===== src/logic/bff_params.svh =====
// constants for the boot flash fetch block
`ifndef BFF_PARAMS_SVH
`define BFF_PARAMS_SVH
`define BFF_RESET_ADDR      32'hf9000000
`define BFF_BOOT_REGION     32'h00020000
`define BFF_FLASH_ACCESS_NS 120
`define BFF_CLK_PERIOD_NS   4
`define BFF_WAIT_DEFAULT    ((`BFF_FLASH_ACCESS_NS + `BFF_CLK_PERIOD_NS - 1) / `BFF_CLK_PERIOD_NS)
`define BFF_WAIT_W          8
`define BFF_ADDR_W          32
`define BFF_DATA_W          16
`define BFF_BYTES_PER_WORD  2
`endif


===== src/logic/bff_pkg.sv =====
// types for the boot flash fetch block
`default_nettype none
`include "bff_params.svh"
package bff_pkg;
    typedef enum logic [1:0]
    {
        BFF_HOLD  = 2'b00,
        BFF_IDLE  = 2'b01,
        BFF_WAIT  = 2'b10,
        BFF_DONE  = 2'b11
    } bff_state_t;

    typedef struct packed
    {
        logic [`BFF_ADDR_W-1:0] addr;
        logic                   ce_n;
        logic                   oe_n;
    } bff_flash_cmd_t;

    typedef struct packed
    {
        logic                   valid;
        logic [`BFF_ADDR_W-1:0] addr;
        logic [`BFF_DATA_W-1:0] data;
    } bff_fetch_rsp_t;
endpackage
`default_nettype wire


===== src/logic/bff_wait_counter.sv =====
// wait-state down-counter for one flash read
`timescale 1ns/1ps
`default_nettype none
`include "bff_params.svh"
module bff_wait_counter
    import bff_pkg::*;
#(
    parameter int WAIT_W = `BFF_WAIT_W
)
(
    input  wire logic              clk_sys,  // system clock
    input  wire logic              reset,    // sync reset
    input  wire logic              load,     // start a count
    input  wire logic [WAIT_W-1:0] count_in, // cycles to wait
    output logic                   expired   // count finished
);
    logic [WAIT_W-1:0] count_reg;
    logic [WAIT_W-1:0] count_next;
    wire               is_zero = (count_reg == '0);

    // a zero setting still costs one cycle so data always has a sample edge
    assign count_next = load ? ((count_in == '0) ? WAIT_W'(1) : count_in)
                      : (is_zero ? count_reg : count_reg - WAIT_W'(1));
    assign expired    = is_zero && !load;

    always_ff @(posedge clk_sys)
    begin
        if (reset)
            count_reg <= '0;
        else
            count_reg <= count_next;
    end
endmodule
`default_nettype wire


===== src/logic/bff_fetch.sv =====
// boot fetch engine for an external parallel program flash
`timescale 1ns/1ps
`default_nettype none
`include "bff_params.svh"
// Rules for this block, its flash and its board
// (RULE1) fetch firmware from external parallel flash
// (RULE2) first fetch at reset start address
// (RULE3) flash provides at least two sectors
// (RULE4) lowest 128 KB holds only bootloader
// (RULE5) boot region may be smaller sectors
// (RULE6) upper sectors hold remaining firmware
// (RULE7) default wait states suit 120 ns
// (RULE8) firmware may program new wait states
// (RULE9) board drives power-good and sense correctly
// (RULE10) hold strobe for wait count, new count next
module bff_fetch
    import bff_pkg::*;
#(
    parameter int ADDR_W = `BFF_ADDR_W,
    parameter int DATA_W = `BFF_DATA_W,
    parameter int WAIT_W = `BFF_WAIT_W
)
(
    input  wire logic              clk_sys,           // system clock
    input  wire logic              reset,             // sync reset
    input  wire logic              supply_ok_in,      // supplies good
    input  wire logic              power_on_sense_in, // power-on sensed
    input  wire logic              fetch_req,         // next word wanted
    input  wire logic              jump_valid,        // load new fetch address
    input  wire logic [ADDR_W-1:0] jump_addr,         // new fetch address
    input  wire logic              wait_wr,           // write wait setting
    input  wire logic [WAIT_W-1:0] wait_wdata,        // new wait setting
    input  wire logic [DATA_W-1:0] flash_dq_in,       // flash data bus
    output logic [ADDR_W-1:0]      flash_addr,        // flash address
    output logic                   flash_ce_n,        // chip enable, low
    output logic                   flash_oe_n,        // output enable, low
    output logic                   fetch_ready,       // engine can take request
    output logic                   fetch_valid,       // word captured, pulse
    output logic [ADDR_W-1:0]      fetch_addr,        // address of word
    output logic [DATA_W-1:0]      fetch_data,        // captured word
    output logic                   in_boot_region,    // fetch inside bootloader
    output logic [WAIT_W-1:0]      wait_setting       // active wait setting
);
    bff_state_t        state_reg;
    bff_state_t        state_next;
    logic [ADDR_W-1:0] pc_reg;
    logic [ADDR_W-1:0] pc_next;
    logic [WAIT_W-1:0] wait_reg;
    logic [WAIT_W-1:0] wait_next;
    logic [WAIT_W-1:0] wait_used_reg;
    bff_flash_cmd_t    cmd_reg;
    bff_flash_cmd_t    cmd_next;
    bff_fetch_rsp_t    rsp_reg;
    bff_fetch_rsp_t    rsp_next;
    logic              expired;

    // fetch only once both power qualifiers agree; see (RULE9)
    wire power_ok = supply_ok_in && power_on_sense_in;
    wire start    = (state_reg == BFF_IDLE) && fetch_req && power_ok;
    wire done     = (state_reg == BFF_WAIT) && expired;
    wire [ADDR_W-1:0] boot_end = ADDR_W'(`BFF_RESET_ADDR) + ADDR_W'(`BFF_BOOT_REGION);
    // a jump in the take cycle is read at once instead of being lost behind the old word
    wire              jump_ok  = jump_valid && (state_reg != BFF_WAIT);
    wire [ADDR_W-1:0] fetch_pc = jump_ok ? jump_addr : pc_reg;

    bff_wait_counter #(.WAIT_W(WAIT_W)) u_wait
    (
        .clk_sys  (clk_sys),
        .reset    (reset),
        .load     (start),
        .count_in (wait_reg),
        .expired  (expired)
    );

    always_comb
    begin
        state_next = state_reg;
        unique case (state_reg)
            BFF_HOLD: if (power_ok) state_next = BFF_IDLE;
            BFF_IDLE: if (!power_ok) state_next = BFF_HOLD;
                      else if (start) state_next = BFF_WAIT;
            BFF_WAIT: if (expired) state_next = BFF_DONE;
            BFF_DONE: state_next = power_ok ? BFF_IDLE : BFF_HOLD;
        endcase
    end

    // a write lands in the setting at once but the running access keeps its count
    assign wait_next = wait_wr ? wait_wdata : wait_reg; // see (RULE8)

    // jumps are only taken between accesses so the held address never moves
    assign pc_next = jump_ok ? jump_addr
                   : done ? cmd_reg.addr + ADDR_W'(`BFF_BYTES_PER_WORD)
                   : pc_reg; // see (RULE1)

    assign cmd_next.addr = start ? fetch_pc : cmd_reg.addr; // see (RULE10)
    assign cmd_next.ce_n = !(start || (state_reg == BFF_WAIT && !expired));
    assign cmd_next.oe_n = !(start || (state_reg == BFF_WAIT && !expired));

    assign rsp_next.valid = done;
    assign rsp_next.addr  = done ? cmd_reg.addr : rsp_reg.addr;
    assign rsp_next.data  = done ? flash_dq_in : rsp_reg.data; // see (RULE10)

    always_ff @(posedge clk_sys)
    begin
        if (reset)
        begin
            state_reg     <= BFF_HOLD;
            pc_reg        <= ADDR_W'(`BFF_RESET_ADDR); // see (RULE2)
            wait_reg      <= WAIT_W'(`BFF_WAIT_DEFAULT); // see (RULE7)
            wait_used_reg <= WAIT_W'(`BFF_WAIT_DEFAULT);
            cmd_reg       <= '{addr: ADDR_W'(`BFF_RESET_ADDR), ce_n: 1'b1, oe_n: 1'b1};
            rsp_reg       <= '0;
        end
        else
        begin
            state_reg     <= state_next;
            pc_reg        <= pc_next;
            wait_reg      <= wait_next;
            wait_used_reg <= start ? wait_reg : wait_used_reg; // see (RULE10)
            cmd_reg       <= cmd_next;
            rsp_reg       <= rsp_next;
        end
    end

    assign flash_addr     = cmd_reg.addr;
    assign flash_ce_n     = cmd_reg.ce_n;
    assign flash_oe_n     = cmd_reg.oe_n;
    assign fetch_ready    = (state_reg == BFF_IDLE) && power_ok;
    assign fetch_valid    = rsp_reg.valid;
    assign fetch_addr     = rsp_reg.addr;
    assign fetch_data     = rsp_reg.data;
    // boot image bounds are fixed by the flash layout; see (RULE4)
    assign in_boot_region = (rsp_reg.addr >= ADDR_W'(`BFF_RESET_ADDR)) && (rsp_reg.addr < boot_end);
    assign wait_setting   = wait_used_reg;
endmodule
`default_nettype wire


===== config.mk =====
export PLATFORM = sky130hd
export DESIGN_NAME = bff_fetch
export DESIGN_NICKNAME = d
export VERILOG_FILES = /design/src/logic/bff_pkg.sv /design/src/logic/bff_wait_counter.sv /design/src/logic/bff_fetch.sv
export VERILOG_INCLUDE_DIRS = /design/src /design/src/logic
export SDC_FILE = /design/constraint.sdc
export NUM_CORES = 1
export LEC_CHECK = 0
export ABC_AREA = 1
export BUFFER_PORTS_ARGS = -buffer_cell sky130_fd_sc_hd__buf_2
export CORE_ASPECT_RATIO = 0.7
export CORE_MARGIN = 10
export CORE_UTILIZATION = 30
export DETAILED_ROUTE_END_ITERATION = 8
export PLACE_DENSITY = 0.5
export SKIP_LAST_GASP = 1
export SYNTH_ARGS = -nofsm -noshare
export SYNTH_HDL_FRONTEND = slang
export SYNTH_SLANG_ARGS = --single-unit

===== constraint.sdc =====
create_clock -name clk_sys -period 2.1 [get_ports clk_sys]
set_input_delay 0.105 -clock clk_sys [delete_from_list [all_inputs] [get_ports clk_sys]]
set_output_delay 0.105 -clock clk_sys [all_outputs]
set_load 0.01 [all_outputs]

==> out/results.ini, run 1 <==
[layout]
syn_to_final_growth_pct = 35.2
final_nets = 1183
drive_gt1_share_pct = 20.4
regArea_sq_um = 2800
n_antenna_cell = 0
nFillCells = 2230
multi_input_area_sq_um = 3160

[place]
port_buffers = 155
dpl.hpwl_mm = 16.4
place_congestion = 0.871

[timing]
setup_viol_count_final = 0
finalHoldViolations = 0
maxSlewHeadroom_pct = 31.4
fin_setup_tns_ns = 0
finalClockSkew_ns = 0.0100
finalCritPeriodShare_pct = 90.6
fmax_mhz = 526
drv_slew = 0
rsz0062_at_grt = false
worstMarginPinSlew_ns = 1.03
fin_crit_ns = 1.90

[synth]
synth-edff-count = 0
ys_ff_latch = 140
synthCells = 914
synth_commonest_cells = nand2_1 (290), dfxtp_1 (140), a21oi_1 (111)
synth_top_area_cell = dfxtp_1
async_flop_share_pct = 0
synthDistinctLibCells = 34
syn_nets = 980
synth.top_cell.area_share_pct = 43.9
ys.flop_type = dfxtp_1
yosysMostFrequentCell = nand2_1
yosysSeqAreaShare_pct = 43.9
syn_area_sq_um = 6390
synthTopCellsByArea = dfxtp_1 (44%), nand2_1 (17%), a21oi_1 (8.7%)
synth.avg_cell_area_sq_um = 6.99
ys.warnings.count = 0

[floorplanning]
rows = 44
initial_core_util_pct = 30.7
dieArea_sq_um = 27600
core_sq_um = 20800
die_x_um = 194
ios = 156
dieHeight_um = 142

[global_routing]
groute.usage.overall_pct = 16.2
grt_max_degree = 59
grt_overflow = 0
grt_pass1_wl_mm = 35.9
grt_pass1_vias = 6388
grt_antenna_before_repair = 0

[clock_tree]
root_buffer = clkbuf_16
cts_tree = yes
postCtsSetupBuffers = 0
cts_buffer_depth = 2
htreeDepth = 4
path_clk_slew_ns = 0.06
cts_buffers = 17
clock_latency_ns = 0.43
cts.sinks = 140

[power]
p_per_area_nw_per_um2 = 804
p_leak_uw = 0.00369
ir_drop_mv = 0.558
power_uw = 6940

[detailed_routing]
viasPerCell = 4.77
detail-route-antenna-nets = 0
first_pass_iters = 5
m1WireLength_mm = 11.4
dr_wl_met2_mm = 9.66
drt_iter0_drc = 530
vias = 6705
highest_layer = met4
met3RoutedLength_mm = 1.75
wl_per_cell_um = 16.4
post-route-drc-count = 0
routed_wl_mm = 23.0

[setup_path]
cp_num_buf_inv = 4
start_kind = flip-flop
crit_path_top_delay_cell = dfxtp_1
crit_type = reg2reg
crit_arrival_ns = 2.26
r2r_setup_slack_ns = 0.20
path_max_fanout = 32
worstPathRequired_ns = 2.46
r2r_cells = 8
worst-path-stages = 8
max_stage_delay_ns = 0.41
crit_family = buffers and inverters
end_kind = flip-flop
crit_chain = inv_2 -> nor2_4 -> inv_2 -> nand2_2 -> buf_4 -> buf_4 -> nand3_1 -> a21oi_1

[min_path]
hold_path.class = in2reg
whs_path_depth = 5

[status]
status = finished clean

[run]
cap_viol_max_count = 0

-- layout make-up --
type                            instances  area share (%)
Clock buffer                           18            4.97
Inverter                               53            2.33
Sequential cell                       140            32.5
Timing Repair Buffer                  233            17.8
Clock inverter                         14            1.84
Tap cell                              276            4.00
Multi-Input combinational cell        672            36.6
-- logic make-up after synthesis --
kind of cell	Yosys count	synth area share [%]
AND/OR/NAND/NOR	423	27.7
AO/OA/AOI/OAI	234	19.4
flip-flops	140	43.9
buffers and inverters	103	6.91
XOR/XNOR	11	1.51
adder cells (fa/ha/maj)	3	0.588
-- worst paths after layout --
kind,endpoint,start
setup / recovery,pc_reg[19],flip-flop
hold / removal,pc_reg[30],jump_addr[30]
setup reg to reg,pc_reg[19],flip-flop
hold reg to reg,wait_setting[3],wait_setting[3]
-- placed cells by master, fill, tap and decap left out, types with 2 or more instances in the layout --
master	synthesis	final
bufinv_16	0	2
xnor2_1	4	4
a211oi_1	2	2
ha_1	3	3
buf_2	27	155
o21a_1	2	2
o21ai_1	4	4
nand3b_1	9	9
inv_1	48	47
buf_12	0	3
a221oi_1	2	2
nor2_2	5	4
nor4_1	2	2
inv_2	4	5
nand4_1	7	7
a21oi_1	111	111
inv_6	0	6
nor3_1	4	4
a31oi_1	30	30
buf_4	3	20
clkinvlp_4	0	4
clkbuf_16	0	17
nand2_2	2	2
nor2_4	4	6
nor2_1	69	69
nand2_1	290	290
o21ai_0	80	80
o211a_1	2	2
dlygate4sd3_1	0	55
xor2_1	7	7
dfxtp_1	140	140
nand3_1	27	27
-- layer usage --
layer  global-route usage [%]  vias to the layer above
li1                         -                     3425
met2                     23.6                      204
met4                     3.75                        0
met1                     23.0                     3063
met5                        0                        -
met3                     4.47                       13
-- timing repair --
item	4_1_cts	5_1_grt
resized for setup	0	1
hold buffers	55	0
setup endpoints to repair	0	2
hold endpoints to repair	69	0
-- worst register-to-register path, stage by stage (launching register included) --
cell	delay (ns)
dfxtp_1	0.41
inv_2	0.08
nor2_4	0.23
inv_2	0.07
nand2_2	0.12
buf_4	0.38
buf_4	0.28
nand3_1	0.14
a21oi_1	0.14
-- metrics by stage --
stage / cells / hold slack (ns) / area, sq um / util [%] / setup slack, ns
floorplan: 914 / 0.231 / 6390 / - / 0.564
global placement: 1318 / 0.319 / 7480 / 36.0 / 0.248
detailed placement: 1318 / 0.325 / 7480 / 36.0 / 0.221
CTS: 1405 / 0.000216 / 8620 / 41.4 / 0.202
global route: 1406 / 0.0222 / 8630 / 41.5 / 0.0192
finish: 1406 / 0.00898 / 8630 / 41.5 / 0.197
-- report_power, final --
group	total [uW]	internal, uW	switching [uW]
Combinational	978	409	569
Sequential	2900	2800	98.9
Clock	3060	1780	1280
Total	6940	4990	1950
Power figures use the tool's default switching activity.
==> run 2, diff against run 1 <==
--- a/config.mk
+++ b/config.mk
@@ -6,7 +6,6 @@
 export SDC_FILE = /design/constraint.sdc
 export NUM_CORES = 1
 export LEC_CHECK = 0
-export ABC_AREA = 1
 export BUFFER_PORTS_ARGS = -buffer_cell sky130_fd_sc_hd__buf_2
 export CORE_ASPECT_RATIO = 0.7
 export CORE_MARGIN = 10
==> out/results.ini, run 2 <==
[detailed_routing]
detail-route-antenna-nets = 0  ; unchanged
drt_iter0_drc = 353  ; was 530
wl_per_cell_um = 17.3  ; was 16.4 um
post-route-drc-count = 0  ; unchanged
vias = 6227  ; was 6,705
routed_wl_mm = 21.9  ; was 23.0 mm
met3RoutedLength_mm = 1.79  ; was 1.75 mm
m1WireLength_mm = 11.0  ; was 11.4 mm
dr_wl_met2_mm = 8.87  ; was 9.66 mm
viasPerCell = 4.92  ; was 4.77
first_pass_iters = 5  ; unchanged
highest_layer = met5  ; was met4

[timing]
worstMarginPinSlew_ns = 0.519  ; was 1.03 ns
fmax_mhz = 490  ; was 526 MHz
drv_slew = 0  ; unchanged
fin_crit_ns = 2.04  ; was 1.90 ns
worst_slack_ns = 0.0612  ; was 0.197 ns
maxSlewHeadroom_pct = 65.4  ; was 31.4%
fin_setup_tns_ns = 0  ; unchanged
setup_viol_count_final = 0  ; unchanged
finalCritPeriodShare_pct = 97.1  ; was 90.6%
finalHoldViolations = 0  ; unchanged
finalClockSkew_ns = 0.00661  ; was 0.0100 ns
rsz0062_at_grt = true  ; was false

[global_routing]
grt_pass1_wl_mm = 34.2  ; was 35.9 mm
groute.usage.overall_pct = 15.9  ; was 16.2%
grt_pass1_vias = 6150  ; was 6,388
grt_overflow = 0  ; unchanged
grt_antenna_before_repair = 2  ; was 0
grt_max_degree = 104  ; was 59

[layout]
drive_gt1_share_pct = 25.4  ; was 20.4%
mostFrequentLayoutCell = nand2_1  ; unchanged
syn_to_final_growth_pct = 43.5  ; was 35.2%
fin_area_sq_um = 8720  ; was 8630 sq um
final_core_util_pct = 43.9  ; was 41.5%
regArea_sq_um = 2800  ; about the same
final_nets = 1047  ; was 1,183
final_cell_mix = nand2_1 (194), buf_2 (154), dfxtp_1 (139)  ; was nand2_1 (290), buf_2 (155), dfxtp_1 (140)
nFillCells = 2024  ; was 2,230
multi_input_area_sq_um = 3040  ; was 3160 sq um

[synth]
synth_top_area_cell = dfxtp_1  ; unchanged
syn_nets = 833  ; was 980
ys_ff_latch = 140  ; unchanged
ys.flop_type = dfxtp_1  ; unchanged
synth-edff-count = 0  ; unchanged
synth_xor_area_share_pct = 4.03  ; was 1.51%
synth_compound_area_share_pct = 19.2  ; was 19.4%
ys.warnings.count = 0  ; unchanged
synth_mux_area_share_pct = 2.14  ; was 0%
synthDistinctLibCells = 48  ; was 34
synthCells = 767  ; was 914
yosysSeqAreaShare_pct = 46.1  ; was 43.9%
yosys.area_share.simple_pct = 23.0  ; was 27.7%
async_flop_share_pct = 0  ; unchanged
synth.avg_cell_area_sq_um = 7.92  ; was 6.99 sq um
synthTopCellsByArea = dfxtp_1 (46%), nand2_1 (12%), a21oi_1 (6.9%)  ; was dfxtp_1 (44%), nand2_1 (17%), a21oi_1 (8.7%)
yosysMostFrequentCell = nand2_1  ; unchanged
syn_area_sq_um = 6080  ; was 6390 sq um
synth_commonest_cells = nand2_1 (194), dfxtp_1 (140), a21oi_1 (84)  ; was nand2_1 (290), dfxtp_1 (140), a21oi_1 (111)
synth_top_family_by_area = simple AND/OR/NAND/NOR gates  ; unchanged
synth.top_cell.area_share_pct = 46.1  ; was 43.9%
synth_fa_ha_area_share_pct = 0.618  ; was 0.588%

[place]
dp_slack_ns = 0.0444  ; was 0.221 ns
post_dp_cell_area_sq_um = 7370  ; was 7480 sq um
port_buffers = 155  ; unchanged
dpl.hpwl_mm = 14.7  ; was 16.4 mm
place_congestion = 0.789  ; was 0.871

[setup_path]
start_kind = flip-flop  ; unchanged
r2r_cells = 9  ; was 8
crit_type = reg2reg  ; unchanged
startpoint = u_wait.count_reg[1]
crit_arrival_ns = 2.39  ; was 2.26 ns
r2r-start = u_wait.count_reg[1]
worstPathRequired_ns = 2.45  ; was 2.46 ns
path_max_fanout = 9  ; was 32
end_kind = flip-flop  ; unchanged

[clock_tree]
clock_latency_ns = 0.42  ; was 0.43 ns
cts_buffers = 17  ; unchanged
path_clk_slew_ns = 0.06  ; about the same
cts_buffer_depth = 2  ; unchanged
htreeDepth = 4  ; unchanged
cts_tree = yes  ; unchanged
cts.sinks = 140  ; unchanged
root_buffer = clkbuf_16  ; unchanged

[floorplanning]
ios = 156  ; unchanged
initial_core_util_pct = 30.6  ; was 30.7%
dieArea_sq_um = 26400  ; was 27,600 sq um
dieHeight_um = 139  ; was 142 um
rows = 43  ; was 44
core_sq_um = 19900  ; was 20,800 sq um
die_x_um = 190  ; was 194 um

[power]
p_per_area_nw_per_um2 = 831  ; was 804 nW/um^2
p_leak_uw = 0.00352  ; was 0.00369 uW
ir_drop_mv = 0.431  ; was 0.558 mV

[status]
status = finished clean  ; unchanged

[min_path]
worstHoldStart = jump_addr[12]  ; was jump_addr[30]
hold_path.class = in2reg  ; unchanged
whs_path_depth = 3  ; was 5

[run]
cap_viol_max_count = 0  ; unchanged

## run 2: power breakdown
part	internal (uW)	leakage, uW	switching, uW	total [uW]
Sequential	2780	0.00114	95.2	2870
Clock	2200	0.000319	1200	3400
Combinational	463	0.00206	517	981
Total	5440	0.00352	1810	7250
## run 2: area by class of cell
| class | count | area share (%) |
|---|---|---|
| Timing Repair Buffer | 257 | 21.3 |
| Clock buffer | 21 | 5.39 |
| Inverter | 6 | 0.287 |
| Antenna cell | 1 | 0.0287 |
| Multi-Input combinational cell | 559 | 34.8 |
| Tap cell | 270 | 3.87 |
| Sequential cell | 140 | 32.1 |
| Clock inverter | 11 | 2.17 |
## run 2: cells by family (layout without fill, tap and decap cells)
| logic type | after synthesis | in the layout |
|---|---|---|
| DFF | 140 | 140 |
| buffers and inverters | 68 | 295 |
| muxes | 13 | 13 |
| AOI/OAI and AO/OA | 196 | 196 |
| xor gates and xnor gates | 28 | 28 |
| other | 0 | 1 |
| and+or+nand+nor | 319 | 319 |
| adders and majority gates | 3 | 3 |
## run 2: final timing paths
| check | endpoint | slack, ns |
|---|---|---|
| worst min register to register | fetch_addr[14] | 0.45 |
| worst min-delay path | pc_reg[12] | 0.005 |
| worst max register to register | fetch_addr[17] | 0.06 |
| worst max-delay path | fetch_addr[17] | 0.06 |
## run 2: metal layers
| layer | vias to the layer above | track usage, % |
|---|---|---|
| met1 | 2918 | 22.2 |
| met5 | - | 0 |
| met3 | 14 | 5.63 |
| li1 | 3096 | - |
| met4 | 2 | 3.93 |
| met2 | 197 | 22.5 |
## run 2: worst max-delay path, cell delays in order (launching register included)
cell and delay (ns):
dfxtp_2 0.34, inv_4 0.07, ha_4 0.13, or4b_4 0.49
nor3_4 0.27, buf_6 0.21, buf_12 0.13, clkbuf_16 0.15
nand2_1 0.05, a21oi_1 0.11
## run 2: stage by stage
stage,instances,power [uW],hold slack [ns]
CTS,1259,7270,0.0000846
global route,1264,7570,0.0244
floorplan,767,3450,0.234
global placement,1174,3790,0.335
detailed placement,1174,3780,0.337
finish,1265,7250,0.00465
## run 2: repair_timing
action | 4_1_cts | 5_1_grt
resized for setup | 0 | 17
setup endpoints to repair | 0 | 30
setup buffers | 0 | 2
hold buffers | 53 | 0
hold endpoints to repair | 63 | 0
==> run 3, diff against run 2 <==
==> constraint.sdc (replaced) <==
create_clock -name clk_sys -period 1.95 [get_ports clk_sys]
set_input_delay 0.0975 -clock clk_sys [delete_from_list [all_inputs] [get_ports clk_sys]]
set_output_delay 0.0975 -clock clk_sys [all_outputs]
set_load 0.01 [all_outputs]
==> out/results.ini, run 3 (same netlist as run 2, synthesis figures left out) <==
[status]
status = complete, but fails checks  ; was finished clean
violations = negative setup slack

[global_routing]
grt_overflow = 0  ; unchanged
grt_max_degree = 104  ; unchanged
groute.usage.overall_pct = 16.2  ; was 15.9%
grt_pass1_wl_mm = 34.5  ; was 34.2 mm
grt_antenna_before_repair = 2  ; unchanged
grt_pass1_vias = 6104  ; was 6,150

[detailed_routing]
m1WireLength_mm = 11.0  ; about the same
first_pass_iters = 5  ; unchanged
wl_per_cell_um = 17.3  ; about the same
met3RoutedLength_mm = 1.70  ; was 1.79 mm
dr_wl_met2_mm = 9.33  ; was 8.87 mm
viasPerCell = 4.89  ; was 4.92
highest_layer = met5  ; unchanged
post-route-drc-count = 0  ; unchanged
routed_wl_mm = 22.2  ; was 21.9 mm
drt_iter0_drc = 316  ; was 353
vias = 6271  ; was 6,227
detail-route-antenna-nets = 0  ; unchanged

[timing]
rsz0062_at_grt = true  ; unchanged
maxSlewHeadroom_pct = 62.2  ; was 65.4%
setup_viol_count_final = 17  ; was 0
finalCritPeriodShare_pct = 102  ; was 97.1%
finalClockSkew_ns = 0.0242  ; was 0.00661 ns
fmax_mhz = 501  ; was 490 MHz
finalHoldViolations = 0  ; unchanged
fin_crit_ns = 2.00  ; was 2.04 ns
worst_slack_ns = -0.0452  ; was 0.0612 ns
drv_slew = 0  ; unchanged
holdWs_ns = 0.00718  ; was 0.00465 ns
worstMarginPinSlew_ns = 0.567  ; was 0.519 ns

[floorplanning]
rows = 43  ; unchanged
dieHeight_um = 139  ; unchanged
die_x_um = 190  ; unchanged
initial_core_util_pct = 30.6  ; unchanged
core_sq_um = 19900  ; unchanged
dieArea_sq_um = 26400  ; unchanged
ios = 156  ; unchanged

[setup_path]
worst-path-stages = 8  ; was 9
crit_type = reg2reg  ; unchanged
r2r-start = u_wait.count_reg[1]  ; unchanged
r2r_cells = 8  ; was 9
crit_arrival_ns = 2.29  ; was 2.39 ns
path_max_fanout = 7  ; was 9
max_stage_delay_ns = 0.49  ; about the same
end_kind = flip-flop  ; unchanged
crit_family = simple AND/OR/NAND/NOR gates  ; unchanged
worstPathRequired_ns = 2.25  ; was 2.45 ns
cp_num_buf_inv = 3  ; was 4
crit_chain = inv_2 -> ha_4 -> or4b_4 -> nor3_4 -> buf_6 -> buf_4 -> a31o_2 -> a21oi_2  ; was inv_4 -> ha_4 -> or4b_4 -> nor3_4 -> buf_6 -> buf_12 -> clkbuf_16 -> nand2_1 -> a21oi_1
start_kind = flip-flop  ; unchanged
crit_path_top_delay_cell = or4b_4  ; unchanged
startpoint = u_wait.count_reg[1]  ; unchanged

[clock_tree]
cts_tree = yes  ; unchanged
cts_buffer_depth = 2  ; unchanged
clock_latency_ns = 0.43  ; was 0.42 ns
path_clk_slew_ns = 0.06  ; about the same
cts.sinks = 140  ; unchanged
root_buffer = clkbuf_16  ; unchanged
htreeDepth = 4  ; unchanged
cts_buffers = 17  ; unchanged

[place]
place_congestion = 0.802  ; was 0.789
dpl.hpwl_mm = 14.7  ; about the same
port_buffers = 155  ; unchanged

[power]
ir_drop_mv = 0.472  ; was 0.431 mV
p_leak_uw = 0.00369  ; was 0.00352 uW
p_per_area_nw_per_um2 = 882  ; was 831 nW/um^2
power_uw = 7900  ; was 7250 uW

[layout]
final_nets = 1064  ; was 1,047
final_core_util_pct = 45.2  ; was 43.9%
final_cell_mix = nand2_1 (185), buf_2 (154), dfxtp_1 (139)  ; was nand2_1 (194), buf_2 (154), dfxtp_1 (139)
syn_to_final_growth_pct = 47.5  ; was 43.5%
drive_gt1_share_pct = 29.1  ; was 25.4%
mostFrequentLayoutCell = nand2_1  ; unchanged

[min_path]
whs_path_depth = 3  ; unchanged
hold_path.class = in2reg  ; unchanged
worstHoldStart = jump_addr[18]  ; was jump_addr[12]

[run]
cap_viol_max_count = 0  ; unchanged

[run 3: routing by layer]
metal,global-route usage (%),up-vias
li1,-,3134
met4,4.13,2
met3,5.10,15
met2,23.1,183
met5,0,-
met1,22.8,2937
[run 3: power breakdown]
| part | leakage [uW] | internal, uW | switching (uW) |
|---|---|---|---|
| combinational | 0.00223 | 566 | 606 |
| sequential | 0.00114 | 2990 | 86.9 |
| clock | 0.000321 | 2310 | 1350 |
[run 3: tightest hold or removal path, stage by stage]
cell and delay [ns]:
buf_2 0.12, nand2_1 0.06, a311oi_1 0.10
[run 3: path summary, 6_finish.rpt]
check              endpoint  slack (ns)
max              pc_reg[14]       -0.05
min          flash_addr[18]       0.007
max reg2reg      pc_reg[14]       -0.05
min reg2reg   fetch_addr[0]        0.45
[run 3: what timing repair did]
item / 4_1_cts / 5_1_grt
resized for setup: 9 / 44
setup endpoints to repair: 14 / 77
setup buffers: 3 / 2
hold endpoints to repair: 65 / 0
hold buffers: 53 / 0
pin swaps: 0 / 25
cloned: 1 / 2
[run 3: layout make-up]
cell class | instances | area (sq um)
clock buffer | 18 | 439
clock inverter | 14 | 216
sequential | 140 | 2800
tap | 270 | 338
multi-input combinational | 559 | 3150
antenna | 1 | 2.50
timing repair buffer | 274 | 2000
fill | 1962 | 10900
inverter | 6 | 22.5
[run 3: per-stage QoR]
stage	instance area (sq um)	TNS, ns	worst slack [ns]	cells
2_1_floorplan	6080	0	0.0649	767
3_3_place_gp	7450	-0.0818	-0.0289	1188
3_5_place_dp	7450	-0.521	-0.0858	1188
4_1_cts	8740	0	0.00909	1277
5_1_grt	8960	-6.12	-0.131	1281
6_report	8970	-0.233	-0.0452	1282
